--- config.mk ---
export PLATFORM = sky130hd
export DESIGN_NAME = pscc_codec
export DESIGN_NICKNAME = d
export VERILOG_FILES = /design/src/core/pscc_pkg.sv /design/src/core/pscc_cmd_decode.sv /design/src/core/pscc_cut_select.sv /design/src/core/pscc_codec.sv
export SDC_FILE = /design/constraint.sdc
export NUM_CORES = 1
export LEC_CHECK = 0
export BUFFER_PORTS_ARGS = -buffer_cell sky130_fd_sc_hd__clkbuf_2
export CAP_MARGIN = 15
export CORE_MARGIN = 10
export CORE_UTILIZATION = 35
export CTS_CLUSTER_SIZE = 10
export DETAILED_ROUTE_END_ITERATION = 8
export GPL_TIMING_DRIVEN = 0
export PLACE_DENSITY = 0.61
export SYNTH_ARGS = -nofsm -noshare
export SYNTH_HDL_FRONTEND = slang
export SYNTH_SLANG_ARGS = --single-unit
--- constraint.sdc ---
create_clock -name sys_clk -period 5.1 [get_ports sys_clk]
set_clock_uncertainty 0.2 [all_clocks]
set_input_delay 1.53 -clock sys_clk [delete_from_list [all_inputs] [get_ports sys_clk]]
set_output_delay 1.53 -clock sys_clk [all_outputs]
set_load 0.05 [all_outputs]
--- src/core/pscc_pkg.sv ---
// Package: command, status codes and register layout for the port codec
package pscc_pkg;
  // ---------------------------------------------------------------
  // Register offsets
  // ---------------------------------------------------------------
  localparam logic [7:0] OFS_MEAS_CMD = 8'h12;
  localparam logic [7:0] OFS_DEV_STATUS = 8'h1D;
  localparam logic [7:0] OFS_FW_REV_MID = 8'h62;
  localparam logic [7:0] OFS_FW_REV_LOW = 8'h63;
  localparam int DEV_STATUS_BACKOFF_BIT = 0;
  localparam logic [7:0] DEV_STATUS_RST = 8'h00;
  // Arbitrary neutral revision values
  localparam logic [7:0] FW_REV_MID_DEF = 8'h01;
  localparam logic [7:0] FW_REV_LOW_DEF = 8'h01;

  // ---------------------------------------------------------------
  // Command opcodes (bits 5:2) and port field (bits 1:0)
  // ---------------------------------------------------------------
  typedef enum logic [3:0] {
    OP_POWER_ON = 4'h1,
    OP_POWER_OFF = 4'h2,
    OP_RESET_PORT = 4'h3,
    OP_TOGGLE_BACKOFF = 4'h4,
    OP_RESET_CHIP = 4'h5,
    OP_GET_SUPPLY = 4'h6,
    OP_READ_CURRENT = 4'h7,
    OP_SHED_LOW_PRIO = 4'h8
  } pscc_opcode_t;
  localparam int CMD_OP_LSB = 2;
  localparam int CMD_PORT_LSB = 0;

  // ---------------------------------------------------------------
  // Status encodings
  // ---------------------------------------------------------------
  typedef enum logic [2:0] {
    DET_UNKNOWN = 3'h0,
    DET_SHORT = 3'h1,
    DET_RSVD2 = 3'h2,
    DET_RLOW = 3'h3,
    DET_GOOD = 3'h4,
    DET_RHIGH = 3'h5,
    DET_ROPEN = 3'h6,
    DET_RSVD7 = 3'h7
  } pscc_detect_t;

  typedef enum logic [2:0] {
    CLS_UNKNOWN = 3'h0,
    CLS_ONE = 3'h1,
    CLS_TWO = 3'h2,
    CLS_THREE = 3'h3,
    CLS_FOUR = 3'h4,
    CLS_PROBES_NE = 3'h5,
    CLS_ZERO = 3'h6,
    CLS_OVERLOAD = 3'h7
  } pscc_class_t;

  typedef enum logic [1:0] {
    MODE_SHUTDOWN = 2'h0,
    MODE_MANUAL = 2'h1,
    MODE_SEMIAUTO = 2'h2,
    MODE_AUTO = 2'h3
  } pscc_mode_t;

  // Cut thresholds chosen in automatic mode
  localparam logic [7:0] CUT_CLASS1 = 8'h1E;
  localparam logic [7:0] CUT_CLASS2 = 8'h35;
  localparam logic [7:0] CUT_SINGLE = 8'h75;
  localparam logic [7:0] CUT_DOUBLE = 8'hC9;

  // ---------------------------------------------------------------
  // Timing
  // ---------------------------------------------------------------
  localparam int CLK_MHZ = 250;
  localparam int BACKOFF_MS = 2000;
  localparam longint BACKOFF_CYC = longint'(BACKOFF_MS) * 1000 * CLK_MHZ;

  // One port's classification input and measurement word
  typedef struct packed {
    logic done;
    pscc_class_t cls;
  } pscc_class_evt_t;

  typedef struct packed {
    logic valid;
    logic [15:0] value;
  } pscc_result_t;
endpackage

--- src/core/pscc_cmd_decode.sv ---
// Command byte decoder for the port codec
`timescale 1ns/1ns
`default_nettype none
module pscc_cmd_decode
  import pscc_pkg::*;
(
  input wire logic [7:0] cmd_byte,
  output logic [3:0] port_onehot,
  output logic is_on,
  output logic is_off,
  output logic is_rst_port,
  output logic is_toggle,
  output logic is_rst_chip,
  output logic is_supply,
  output logic is_current,
  output logic is_shed
);
  // ---------------------------------------------------------------
  // Field split
  // ---------------------------------------------------------------
  wire logic [3:0] op = cmd_byte[CMD_OP_LSB +: 4];
  wire logic [1:0] port = cmd_byte[CMD_PORT_LSB +: 2];
  // Parameterless codes need the port field zero and top bits clear
  wire logic top_ok = (cmd_byte[7:6] == 2'h0);
  wire logic no_par = top_ok && (port == 2'h0);

  // Opcode match; unknown codes match nothing (see RULE19)
  assign port_onehot = 4'h1 << port; // see RULE6
  assign is_on = top_ok && (op == OP_POWER_ON); // see RULE7
  assign is_off = top_ok && (op == OP_POWER_OFF); // see RULE8
  assign is_rst_port = top_ok && (op == OP_RESET_PORT); // see RULE9
  assign is_toggle = no_par && (op == OP_TOGGLE_BACKOFF); // see RULE10
  assign is_rst_chip = no_par && (op == OP_RESET_CHIP); // see RULE12
  assign is_supply = no_par && (op == OP_GET_SUPPLY); // see RULE13
  assign is_current = top_ok && (op == OP_READ_CURRENT); // see RULE14
  assign is_shed = no_par && (op == OP_SHED_LOW_PRIO); // see RULE15
endmodule
`default_nettype wire

--- src/core/pscc_cut_select.sv ---
// Automatic-mode cut threshold selection from a class result
`timescale 1ns/1ns
`default_nettype none
module pscc_cut_select
  import pscc_pkg::*;
(
  input wire pscc_class_t cls,
  input wire logic enh_power,
  output logic load,
  output logic [7:0] cut
);
  // ---------------------------------------------------------------
  // Class to threshold table
  // ---------------------------------------------------------------
  // Faulty classes leave the threshold untouched
  assign load = (cls == CLS_ONE) || (cls == CLS_TWO) ||
                (cls == CLS_THREE) || (cls == CLS_ZERO) ||
                (cls == CLS_FOUR);
  assign cut = (cls == CLS_ONE) ? CUT_CLASS1 : // see RULE4
               (cls == CLS_TWO) ? CUT_CLASS2 : // see RULE4
               (cls == CLS_FOUR && enh_power) ? CUT_DOUBLE : // see RULE5
               CUT_SINGLE; // see RULE18
endmodule
`default_nettype wire

--- src/core/pscc_codec.sv ---
// Top: command interpreter and port status for a four-port controller
`timescale 1ns/1ns
`default_nettype none
// How it works
// RULE1 - Detection result reported as 3-bit code
// RULE2 - Class result reported as 3-bit code
// RULE3 - Port mode held as 2-bit code
// RULE4 - Auto mode loads cut from class
// RULE5 - Class four loads single or doubled cut
// RULE6 - Port number sits in command bits 1:0
// RULE7 - Opcode 1 powers selected port on
// RULE8 - Opcode 2 powers selected port off
// RULE9 - Opcode 3 resets only selected port
// RULE10 - Opcode 4 toggles status bit 0
// RULE11 - Back-off bit set waits two seconds
// RULE12 - Opcode 5 resets whole controller; here the device status register keeps its value
// RULE13 - Opcode 6 returns supply in millivolts
// RULE14 - Opcode 7 returns port current
// RULE15 - Opcode 8 sheds low-priority ports
// RULE16 - Measurements sampled at command write, unfiltered
// RULE17 - Class four with enhanced power reclassifies
// RULE18 - Doubled cut only with enhanced power
// RULE19 - Unknown opcode leaves ports untouched
module pscc_codec
  import pscc_pkg::*;
#(
  parameter int NPORT = 4,
  parameter longint BACKOFF_CYCLES = BACKOFF_CYC
)(
  input wire logic sys_clk,
  input wire logic rst_n,
  // Register port: byte write/read at documented offsets
  input wire logic reg_wr,
  input wire logic reg_rd,
  input wire logic [7:0] reg_addr,
  input wire logic [7:0] reg_wdata,
  output logic [7:0] reg_rdata_ff,
  output logic [15:0] meas_ff,
  output logic meas_valid_ff,
  // Per-port inputs from the analog front end
  input wire logic [NPORT*3-1:0] det_code,
  input wire pscc_class_evt_t [NPORT-1:0] class_evt,
  input wire logic [NPORT*2-1:0] mode_in,
  input wire logic [NPORT-1:0] mode_load,
  input wire logic [NPORT-1:0] enh_power,
  input wire logic [NPORT-1:0] low_prio,
  input wire logic [15:0] supply_mv,
  input wire logic [NPORT*16-1:0] port_current,
  // Per-port outputs
  output logic [NPORT-1:0] power_on_ff,
  output logic [NPORT-1:0] port_reset_ff,
  output logic [NPORT-1:0] reclass_ff,
  output logic chip_reset_ff,
  output logic detect_go_ff,
  output logic [NPORT*2-1:0] mode_ff,
  output logic [NPORT*3-1:0] det_stat_ff,
  output logic [NPORT*3-1:0] cls_stat_ff,
  output logic [NPORT*8-1:0] overload_cut_threshold_ff
);
  // ---------------------------------------------------------------
  // Reset release
  // ---------------------------------------------------------------
  logic rst_s1_ff, rst_s2_ff;
  always_ff @(posedge sys_clk or negedge rst_n) begin
    if (!rst_n) begin
      rst_s1_ff <= 1'b0;
      rst_s2_ff <= 1'b0;
    end else begin
      rst_s1_ff <= 1'b1;
      rst_s2_ff <= rst_s1_ff;
    end
  end
  wire logic rstn = rst_s2_ff;

  // ---------------------------------------------------------------
  // Command decode
  // ---------------------------------------------------------------
  logic [3:0] sel;
  logic c_on, c_off, c_rp, c_tog, c_rc, c_sup, c_cur, c_shed;
  wire logic cmd_wr = reg_wr && (reg_addr == OFS_MEAS_CMD);

  pscc_cmd_decode u_dec (
    .cmd_byte(reg_wdata),
    .port_onehot(sel),
    .is_on(c_on),
    .is_off(c_off),
    .is_rst_port(c_rp),
    .is_toggle(c_tog),
    .is_rst_chip(c_rc),
    .is_supply(c_sup),
    .is_current(c_cur),
    .is_shed(c_shed)
  );

  wire logic [NPORT-1:0] port_sel = sel[NPORT-1:0];
  wire logic w_on = cmd_wr && c_on;
  wire logic w_off = cmd_wr && c_off;
  wire logic w_rp = cmd_wr && c_rp;
  wire logic w_tog = cmd_wr && c_tog;
  wire logic w_rc = cmd_wr && c_rc;
  wire logic w_sup = cmd_wr && c_sup;
  wire logic w_cur = cmd_wr && c_cur;
  wire logic w_shed = cmd_wr && c_shed;

  // ---------------------------------------------------------------
  // Device status register and chip reset
  // ---------------------------------------------------------------
  logic [7:0] dev_status_ff;
  // Chip reset is a one-cycle pulse; port state and detection pacing return to reset, the status register keeps its value
  wire logic soft_clr = chip_reset_ff;
  always_ff @(posedge sys_clk or negedge rstn) begin
    if (!rstn) begin
      dev_status_ff <= DEV_STATUS_RST;
      chip_reset_ff <= 1'b0;
    end else begin
      chip_reset_ff <= w_rc; // see RULE12
      if (w_tog) // see RULE10
        dev_status_ff[DEV_STATUS_BACKOFF_BIT] <=
          ~dev_status_ff[DEV_STATUS_BACKOFF_BIT];
      else if (reg_wr && reg_addr == OFS_DEV_STATUS)
        dev_status_ff <= reg_wdata;
    end
  end
  wire logic backoff_en = dev_status_ff[DEV_STATUS_BACKOFF_BIT];

  // ---------------------------------------------------------------
  // Detection pacing: go pulse each attempt, spaced when backed off
  // ---------------------------------------------------------------
  // Counter holds at zero when back-off is off, so attempts run freely
  logic [39:0] wait_ff;
  wire logic wait_done = (wait_ff == 40'h0);
  always_ff @(posedge sys_clk or negedge rstn) begin
    if (!rstn) begin
      wait_ff <= 40'h0;
      detect_go_ff <= 1'b0;
    end else begin
      detect_go_ff <= wait_done && !soft_clr;
      if (soft_clr || !backoff_en)
        wait_ff <= 40'h0;
      else if (wait_done) // see RULE11
        wait_ff <= 40'(BACKOFF_CYCLES - 1);
      else
        wait_ff <= wait_ff - 40'h1;
    end
  end

  // ---------------------------------------------------------------
  // Measurement capture at command write, no filtering
  // ---------------------------------------------------------------
  wire logic [15:0] cur_sel = port_current[reg_wdata[1:0]*16 +: 16];
  always_ff @(posedge sys_clk or negedge rstn) begin
    if (!rstn) begin
      meas_ff <= 16'h0000;
      meas_valid_ff <= 1'b0;
    end else begin
      meas_valid_ff <= w_sup || w_cur;
      if (w_sup) // see RULE13, see RULE16
        meas_ff <= supply_mv;
      else if (w_cur) // see RULE14, see RULE16
        meas_ff <= cur_sel;
    end
  end

  // ---------------------------------------------------------------
  // Per-port state
  // ---------------------------------------------------------------
  genvar p;
  generate
    for (p = 0; p < NPORT; p++) begin : g_port
      logic ld;
      logic [7:0] cut;
      pscc_mode_t md;
      pscc_class_t cl;
      assign md = pscc_mode_t'(mode_ff[p*2 +: 2]);
      assign cl = class_evt[p].cls;
      pscc_cut_select u_cut (
        .cls(cl),
        .enh_power(enh_power[p]),
        .load(ld),
        .cut(cut)
      );
      // Only defined opcodes touch the port (see RULE19)
      wire logic hit_on = w_on && port_sel[p];
      wire logic hit_off = w_off && port_sel[p];
      wire logic hit_rp = w_rp && port_sel[p];
      wire logic hit_shed = w_shed && low_prio[p];
      wire logic auto_cls = class_evt[p].done && (md == MODE_AUTO);

      always_ff @(posedge sys_clk or negedge rstn) begin
        if (!rstn) begin
          power_on_ff[p] <= 1'b0;
          port_reset_ff[p] <= 1'b0;
          reclass_ff[p] <= 1'b0;
          mode_ff[p*2 +: 2] <= MODE_SHUTDOWN;
          det_stat_ff[p*3 +: 3] <= DET_UNKNOWN;
          cls_stat_ff[p*3 +: 3] <= CLS_UNKNOWN;
          overload_cut_threshold_ff[p*8 +: 8] <= CUT_SINGLE;
        end else if (soft_clr) begin
          power_on_ff[p] <= 1'b0;
          port_reset_ff[p] <= 1'b0;
          reclass_ff[p] <= 1'b0;
          mode_ff[p*2 +: 2] <= MODE_SHUTDOWN;
          det_stat_ff[p*3 +: 3] <= DET_UNKNOWN;
          cls_stat_ff[p*3 +: 3] <= CLS_UNKNOWN;
          overload_cut_threshold_ff[p*8 +: 8] <= CUT_SINGLE;
        end else begin
          port_reset_ff[p] <= hit_rp; // see RULE9
          det_stat_ff[p*3 +: 3] <= det_code[p*3 +: 3]; // see RULE1
          if (class_evt[p].done)
            cls_stat_ff[p*3 +: 3] <= cl; // see RULE2
          if (mode_load[p])
            mode_ff[p*2 +: 2] <= mode_in[p*2 +: 2]; // see RULE3
          if (hit_off || hit_shed || hit_rp) // see RULE8, see RULE15
            power_on_ff[p] <= 1'b0;
          else if (hit_on) // see RULE7
            power_on_ff[p] <= 1'b1;
          // Second event only after a first class-four result
          reclass_ff[p] <= auto_cls && (cl == CLS_FOUR) &&
                           enh_power[p] && !reclass_ff[p]; // see RULE17
          if (auto_cls && ld) // see RULE4, see RULE5, see RULE18
            overload_cut_threshold_ff[p*8 +: 8] <= cut;
        end
      end
    end
  endgenerate

  // ---------------------------------------------------------------
  // Register read-back
  // ---------------------------------------------------------------
  wire logic [7:0] rd_mux =
    (reg_addr == OFS_DEV_STATUS) ? dev_status_ff :
    (reg_addr == OFS_FW_REV_MID) ? FW_REV_MID_DEF :
    (reg_addr == OFS_FW_REV_LOW) ? FW_REV_LOW_DEF : 8'h00;
  always_ff @(posedge sys_clk or negedge rstn) begin
    if (!rstn)
      reg_rdata_ff <= 8'h00;
    else if (reg_rd)
      reg_rdata_ff <= rd_mux;
  end
endmodule
`default_nettype wire

## After elaboration in Yosys (flattened, before gate mapping)

Index checks and enable logic that the tools add are counted.

- Bits in registers: 153
- Word-level logic and storage cells: 262
- Output and inout port bits: 103
- Bits of input ports: 148

- Reductions and logical operators: 114
- Bitwise operators: 2
- Multiplexer cells: 69
- Shift operators: 2
- Eq/ne operators: 36
- $add $sub $neg: 1

Operator list:

| cell | count |
|---|---|
| $mux W8 | 21 |
| $mux W40 | 2 |
| $shiftx A64 B7 Y16 | 1 |
| $logic_and A1 B1 Y1 | 60 |
| $logic_not A40 Y1 | 1 |
| $sub A40 B1 Y40 const B | 1 |
| $mux W3 | 12 |
| $mux W16 | 2 |
| $reduce_bool A2 Y1 | 14 |
| $logic_or A1 B1 Y1 | 26 |
| $eq A3 B2 Y1 const B | 8 |
| $eq A3 B3 Y1 const B | 8 |
| $mux W1 | 24 |
| $eq A4 B3 Y1 const B | 4 |
| $eq A8 B5 Y1 const B | 2 |
| $eq A8 B7 Y1 const B | 2 |
| $mux W2 | 8 |
| $eq A3 B1 Y1 const B | 4 |
| $reduce_bool A3 Y1 | 4 |
| $eq A2 B2 Y1 const B | 4 |
| $eq A4 B2 Y1 const B | 2 |
| $logic_not A1 Y1 | 6 |
| $eq A4 B1 Y1 const B | 1 |
| $eq A4 B4 Y1 const B | 1 |
| other kinds (4) | 6 |

## Depth between registers and ports, before layout

Gate-level depths: netlist (run 1).

- Depth after elaboration: 9
- Mapped depth: 8
- Mapped depth without buffers: 7

## Modules after synthesis

Synthesis (run 1) repeated with hierarchy kept, for this count alone.

- Cell total of the unflattened synthesis: 721
- Area total of the unflattened synthesis: 7470.9 sq um

By module, submodules not included:

| module | cells an instance | area an instance (sq um) | sequential area each (sq um) | times used |
|---|---|---|---|---|
| pscc_codec | 658 | 7031.7 | 3853.7 | 1 |
| pscc_cut_select | 11 | 78.8 | 0.0 | 4 |
| pscc_cmd_decode | 19 | 123.9 | 0.0 | 1 |

## Worst setup path after synthesis (run 1)

Ideal clock, no wire load.

- Path type: input to register
- Start: input reg_addr[5]
- End: register meas_ff[10]
- Library setup time: 0.137 ns
- Cell stages on the path: 7
- Data arrival time: 3.215 ns
- Data required time: 4.763 ns
- Setup slack: 1.548 ns
- Path buffers: 2
- Cells stage by stage: or4b_2 nor3_1 and3_1 buf_4 buf_6 mux2i_1 a21oi_1

- Cells in the longest elaborated chain, start to end: 4
- Elaborated cells on any way between the ends: 6
- Those cells by class: eq/ne: 1; mux: 1; reduce/logical: 4

Ends and longest elaborated chain:

| element | RTL line | text |
|---|---|---|
| start, declared | pscc_codec.sv:35 | `input wire logic [7:0] reg_addr,` |
| $eq A8 B5 Y1 * | pscc_codec.sv:80 | `wire logic cmd_wr = reg_wr && (reg_addr == OFS_MEAS_CMD);` |
| $logic_and A1 B1 Y1 * | pscc_codec.sv:80 |  |
| $logic_and A1 B1 Y1, on equally long branches | pscc_codec.sv:101, pscc_codec.sv:102 |  |
| $mux W16 or $reduce_bool A2 Y1 (tied branches) | - |  |
| end signal, assigned | pscc_codec.sv:158 | `meas_ff <= supply_mv;` |
| end signal, assigned | pscc_codec.sv:160 | `meas_ff <= cur_sel;` |
| end, declared | pscc_codec.sv:38 | `output logic [15:0] meas_ff,` |

Mark *: on every way between the ends. The rest lies on a longest branch, timed or not.
A chain may end at the register's enable or synchronous reset.

## Worst setup path after layout (run 1)

- Start: input reg_addr[5]
- End: register meas_ff[13]

Same word-level chain as after synthesis.

==> impl_results.md, run 1 <==
* Status: finished clean
* Non-Filler Instances at between 1k and 1.5k
* Clk buf depth at 2
* Avg Cell Area, Syn at approximately 11 µm²
* DRC at 0
* Area Growth Syn to Fin at 32.0%
* CTS Buf Count at 17
* CTS Hold Bufs at 0
* Wire per inst at ~17 µm
* Logic pwr share at 29.8%
* Count of port buffers added during placement at approximately 240
* DRT Wirelength at around 21000 µm
* DR vias at ~6k
* Layout cells sized above 1 at a little under two fifths
* Register area share after synthesis at 53.0%
* ANT nets after route at 0
* Area leader, netlist: dfrtp_1
* Htree depth at 4
* Slew headroom at 44.3%
* All-layer global routing usage at 15.6%
* Ys async rst share at between 90% and 100%
* Die Span X at approximately 160 µm
* CTS tree: built
* Syn Nets at ~810
* VDD IR-drop max at 0.310 mV
* Via count of the first global-routing pass at 6157
* Dominant cells by area after synthesis: dfrtp_1 (47%), dfstp_2 (5.9%), mux2i_1 (5.1%)
* Sw power at 1320 µW
* Buf/Inv on CP at 3
* First-pass GRT wire length at between 30000 and 40000 µm
* IO Pins at approximately 250
* Iter 0 DRT Violations at 303
* Post-synth top flop: dfrtp_1
* Slowest stage cell, crit path: or4b_2
* Clk network pwr share at 34.8%
* Top cell type's share of synthesized area at between 40% and 50%
* Final Cycle Share at 67.6%
* Min setup slack post-route at about 1.7 ns
* Path depth of the worst reg2reg path at 7
* Starting Density at between 30% and 40%
* Final Critical Period at around 3.4 ns
* Least-Margin Pin Slew at around 0.83 ns
* TNS Setup at 0 ns
* Crit-path leading delay family: simple AND/OR/NAND/NOR gates
* Vias per cell at 4.96
* Initial antenna violation count at 1
* Clock tree sinks at around 150
* Pleak at between 0.004 and 0.005 µW
* DP Worst Slack at about 1.2 ns
* Worst-path fanout max at 10
* Cell Int Power at around 2600 µW
* Hold crit path type: flop to async pin
* Clock transition at path regs at about 0.060 ns
* Cell Chain, Critical Path: clkbuf_2 > or4b_2 > nor3_1 > and3_1 > buf_4 > buf_6 > mux2i_1 > a21oi_1
* Fin util at between 40% and 50%
* Setup Fix Bufs, Post-CTS at 0
* Setup crit end kind: flop
* Final Hold Viols at 0
* Number of synthesized flops with an enable pin at 0
* Sw Share at about 34%
* Post-Syn Area at between 0.007 and 0.008 mm²
* Unrepaired setup endpoints after global routing: no
* Clock latency on the worst-skew pair at approximately 0.42 ns
* Largest stage delay on the critical path at approximately 0.74 ns
* FF-to-FF Start: wait_ff[0]
* Final setup fails at 0
* Final nets at 1072
* Synth warn at 0
* Kind of critical path: input pin to flop
* CORE AREA at 0.0197 mm²
* GRT overflow at 0
* Max-slew violation count at 0
* Flop pwr share at 35.4%
* Flops & latches, synth at between 100 and 150
* FP Rows at slightly above 50
* DRT Pass-1 Iters at 5
* FMAX at between 0.2 and 0.3 GHz
* Crit path launch type: input pin
* Worst EP arrival at 3.53 ns
* CP Data Required Time at approximately 5.2 ns
* Pin count of the biggest net entering global routing at 64
* Max Cap Viol at 0
* Cell area power density at 417 mW/mm²
* Synthesized instance count at approximately 660
* Final GP Congestion at just under 0.8
* Die height at approximately 160 µm
* Reg-to-Reg End: wait_ff[10]
* Post-detail-place hpwl at around 16000 µm
* Hold Slack at around 0.05 ns
* Clock Tree Root: clkbuf_16
* Flop-to-flop setup slack at 2.35 ns
* Yosys cell types at 54
* Dpl cells at 1167
* Cts repair resizes at 0
* DIE AREA at about 0.026 mm²
[how the worst max path moves through the flow]
stage	startpoint	to	slack, ns	depth (start not counted)
finish	reg_addr[5]	meas_ff[13]	1.65	8
floorplan	rst_s2_ff	chip_reset_ff	0.47	0
detailed placement	reg_addr[5]	meas_ff[13]	1.21	8
global placement	rst_s2_ff	overload_cut_threshold_ff[7]	-1.36	0
global route	reg_addr[5]	meas_ff[7]	1.52	8
CTS	reg_addr[5]	meas_ff[13]	1.66	8
[cells in the final DEF, fill, tap and decap left out, drive strengths merged, types with 3 or more instances in the layout]
cell type	n
clkbuf	285
dfrtp	133
nor2	93
a21oi	55
mux2i	36
nor2b	24
nor3	21
o21ai	21
buf	20
nand3	19
inv	19
xnor2	18
nand2	18
nor4	17
xor2	16
mux4	16
dfstp	16
nand4	12
a211oi	9
mux2	9
or4	8
or3	8
or2	6
o31ai	6
a31oi	5
o211ai	4
a21o	4
bufinv	4
clkinv	4
clkinvlp	3
or3b	3
[registers in the layout (all words and copies together), names as in the netlist, 8 cells and up]
register                   flops
dev_status_ff                  8
meas_ff                       16
wait_ff                       40
reg_rdata_ff                   8
overload_cut_threshold_ff     28
det_stat_ff                   12
g_port.md                      8
cls_stat_ff                   12
[worst reg2reg max path, delay by kind of cell, from the launching register on]
kind	cells	cell delay, ns
xor gates and xnor gates	1	0.15
adders and majority gates	1	0.19
AOI/OAI and AO/OA	1	0.13
and+or+nand+nor	3	1.51
DFF	1	0.42
buffers and inverters	1	0.09
[area by class of cell]
| type | instances | area, µm² |
|---|---|---|
| Clock buffer | 20 | 467 |
| Clock inverter | 12 | 175 |
| Tap cell | 265 | 332 |
| Inverter | 18 | 67.6 |
| Sequential cell | 149 | 3750 |
| Fill cell | 1909 | 10300 |
| Multi-Input combinational cell | 451 | 3070 |
| Antenna cell | 1 | 2.50 |
| Timing Repair Buffer | 247 | 1280 |
| Buffer | 38 | 185 |
[cell families after synthesis]
family / share of synthesized area [%]
AO/OA/AOI/OAI: 9.19
flip-flops: 53.0
multiplexers: 11.6
buffers and inverters: 3.58
other: 0.0531
adder cells (fa/ha/maj): 0.354
XOR/XNOR: 4.21
AND/OR/NAND/NOR: 18.0
[cell usage after synthesis, types with 6 or more instances]
master	number
nand2_1	17
inv_1	18
xor2_1	16
or3_1	8
dfstp_2	16
mux2_2	9
dfrtp_1	133
nand3_1	19
nor2_1	92
mux2i_1	36
clkbuf_1	20
nor2b_1	24
a211oi_1	9
or4_1	8
o21ai_0	21
mux4_2	16
xnor2_1	18
o31ai_1	6
nand4_1	12
buf_2	7
a21oi_1	54
nor4_1	13
nor3_1	21
or2_2	6
[power groups by stage]
stage	logic, µW	registers, µW	clock network [µW]
6_report	1160	1380	1350
5_1_grt	1270	1390	1430
4_1_cts	1170	1380	1380
3_5_place_dp	1160	1400	0
3_3_place_gp	1130	1410	0
2_1_floorplan	596	1670	0
[metrics by stage]
step                total power, µW  area [µm²]
floorplan                      2270        7070
global placement               2540        8620
detailed placement             2560        8680
CTS                            3920        9320
global route                   4090        9330
finish                         3890        9330
[routing by layer]
metal  global-route usage (%)  routed length (µm)  part of all wire (%)  vias to the layer above
met3                     5.97                1640                   7.8                       17
met1                     18.6                8960                    43                     2897
met4                     4.88                 301                   1.4                        0
li1                         -                   -                     -                     2864
met5                        0                   0                     0                        -
met2                     25.4               10000                    48                      182
Note: power is estimated with default switching activity, not from simulation.
==> run 2, diff against run 1 <==
--- a/config.mk
+++ b/config.mk
@@ -12,7 +12,7 @@
 export CTS_CLUSTER_SIZE = 10
 export DETAILED_ROUTE_END_ITERATION = 8
 export GPL_TIMING_DRIVEN = 0
-export PLACE_DENSITY = 0.61
+export PLACE_DENSITY = 0.63
 export SYNTH_ARGS = -nofsm -noshare
 export SYNTH_HDL_FRONTEND = slang
 export SYNTH_SLANG_ARGS = --single-unit
==> constraint.sdc (replaced) <==
create_clock -name sys_clk -period 3.1 [get_ports sys_clk]
set_clock_uncertainty 0.2 [all_clocks]
set_input_delay 0.93 -clock sys_clk [delete_from_list [all_inputs] [get_ports sys_clk]]
set_output_delay 0.93 -clock sys_clk [all_outputs]
set_load 0.05 [all_outputs]
==> impl_results.md, run 2 (synthesized netlist as in run 1, its figures left out) <==
* Status: finished clean
* Diodes inserted at 0
* FP Rows at a little over 50
* DIE AREA at roughly 0.026 mm²
* Htree depth at 4
* Final Critical Period at between 2 and 3 ns
* Die height at about 160 µm
* Largest register FFs at 40
* Final nets at between 1k and 1.5k
* Final Hold Viols at 0
* Initial antenna violation count at 1
* Clock transition at path regs at ~0.060 ns
* Cell Chain, Critical Path: clkbuf_2 > or4b_2 > nor3_1 > o2111a_1 > buf_1 > a21oi_1
* Cts repair resizes at 0
* Path depth of the worst reg2reg path at 7
* Flop-to-flop setup slack at 0.30 ns
* VDD IR-drop max at approximately 0.5 mV
* Min setup slack post-route at between 0.2 and 0.3 ns
* Finished Cell Area at a little over 0.009 mm²
* DP Worst Slack at -0.181 ns
* Worst EP arrival at just under 3 ns
* Pin count of the biggest net entering global routing at 63
* Post-detail-place hpwl at ~17000 µm
* Count of port buffers added during placement at 244
* Cell area power density at about 680 mW/mm²
* Slew headroom at between 20% and 30%
* IO Pins at 251
* Starting Density at 36.0%
* Biggest register: wait_ff
* Layout cells sized above 1 at between 30% and 40%
* Setup crit end kind: flop
* Wire per inst at ~18 µm
* Worst-path fanout max at 10
* CP endpoint: meas_ff[5]
* Commonest non-fill, non-tap cell in the layout: clkbuf_2
* Clock tree sinks at ~150
* Least-Margin Pin Slew at ~1.1 ns
* CTS tree: built
* Clock latency on the worst-skew pair at roughly 0.42 ns
* ANT nets after route at 0
* Crit-path leading delay family: simple AND/OR/NAND/NOR gates
* First-pass GRT wire length at between 30000 and 40000 µm
* Buf/Inv on CP at 2
* Setup Fix Bufs, Post-CTS at 0
* DRT Pass-1 Iters at 4
* Slowest stage cell, crit path: or4b_2
* Most frequent cells in the layout: clkbuf_2 (244), dfrtp_1 (132), nor2_1 (92)
* Worst setup path start: reg_addr[5]
* Hold crit path type: input pin to async pin
* All-layer global routing usage at 15.9%
* Final Cycle Share at 91.8%
* Final GP Congestion at between 0.8 and 0.9
* TNS Setup at 0 ns
* CP Depth at 6
* FMAX at approximately 0.35 GHz
* CTS Hold Bufs at 0
* CORE AREA at between 0.015 and 0.02 mm²
* Kind of critical path: input pin to flop
* Area Growth Syn to Fin at 31.5%
* Reg-to-Reg End: wait_ff[10]
* Crit path launch type: input pin
* DRC at 0
* Max-slew violation count at 0
* GRT overflow at 0
* Total power at ~6300 µW
* Clk buf depth at 2
* Max Cap Viol at 0
* Via count of the first global-routing pass at around 6.3k
* Die Span X at around 160 µm
* DR vias at 5969
* Placed cell areas at 0.00868 mm²
* Biggest regs: wait_ff x40, overload_cut_threshold_ff x28, meas_ff x16
* Final setup fails at 0
* Iter 0 DRT Violations at 330
* CTS Buf Count at 17
* Vias per cell at roughly 5.0
* Unrepaired setup endpoints after global routing: no
* Largest stage delay on the critical path at 0.73 ns
* CP Data Required Time at between 3 and 4 ns
* Pleak at between 0.004 and 0.005 µW
* DRT Wirelength at roughly 21000 µm
* FF-to-FF Start: wait_ff[0]
* Clock Tree Root: clkbuf_16
==> run 2: cell types whose count changed in the layout (fill, tap and decap cells not counted) <==
cell / change
clkinvlp_4: -3
diode_2: -1
clkinv_2: +2
clkbuf_1: +3
inv_6: -1
clkbuf_8: -1
clkbuf_2: -1
==> run 2: layout make-up <==
type	instances	area, µm²
fillers	1904	10400
well taps	265	332
flip-flops and latches	149	3750
clock inverters	10	154
multi-input cells	451	3070
repair buffers	246	1280
plain buffers	38	185
clock buffers	22	464
inverters	18	67.6
==> run 2: worst min-delay path by stage <==
stage                     slack, ns        end      start
after global routing           0.06  rst_s2_ff      rst_n
after floorplan                0.13  rst_s2_ff  rst_s1_ff
after CTS                      0.07  rst_s2_ff      rst_n
after detailed placement       0.14  rst_s2_ff  rst_s1_ff
after global placement         0.14  rst_s2_ff  rst_s1_ff
final                          0.08  rst_s2_ff      rst_n
==> run 2: routing by layer <==
layer | share of wire (%) | wire [µm] | track usage, %
met1 | 42 | 8820 | 18.7
met2 | 49 | 10200 | 26.2
met4 | 1.9 | 402 | 5.87
met5 | 0 | 0 | 0
met3 | 7.5 | 1570 | 5.84
==> run 2: stage by stage <==
stage	hold slack, ns	std cells	util (%)
5_1_grt	0.0590	1199	47.3
6_report	0.0812	1199	47.3
4_1_cts	0.0655	1199	47.3
2_1_floorplan	0.131	656	-
3_5_place_dp	0.139	1167	44.2
3_3_place_gp	0.136	1165	43.9
==> run 2: report_power, final <==
group	switching (µW)	leakage (µW)	total (µW)	internal, µW
Combinational	1240	0.00240	1900	659
Sequential	122	0.00193	2270	2150
Clock	767	0.000308	2150	1380
Total	2130	0.00464	6320	4190
==> run 2: worst register-to-register path, delay by kind of cell, from the launching register on <==
family          cells  cell delay [ns]
flops               1             0.42
simple gates        3             1.51
compound gates      1             0.14
buf+inv             1             0.10
xor+xnor            1             0.15
fa+ha+maj           1             0.20
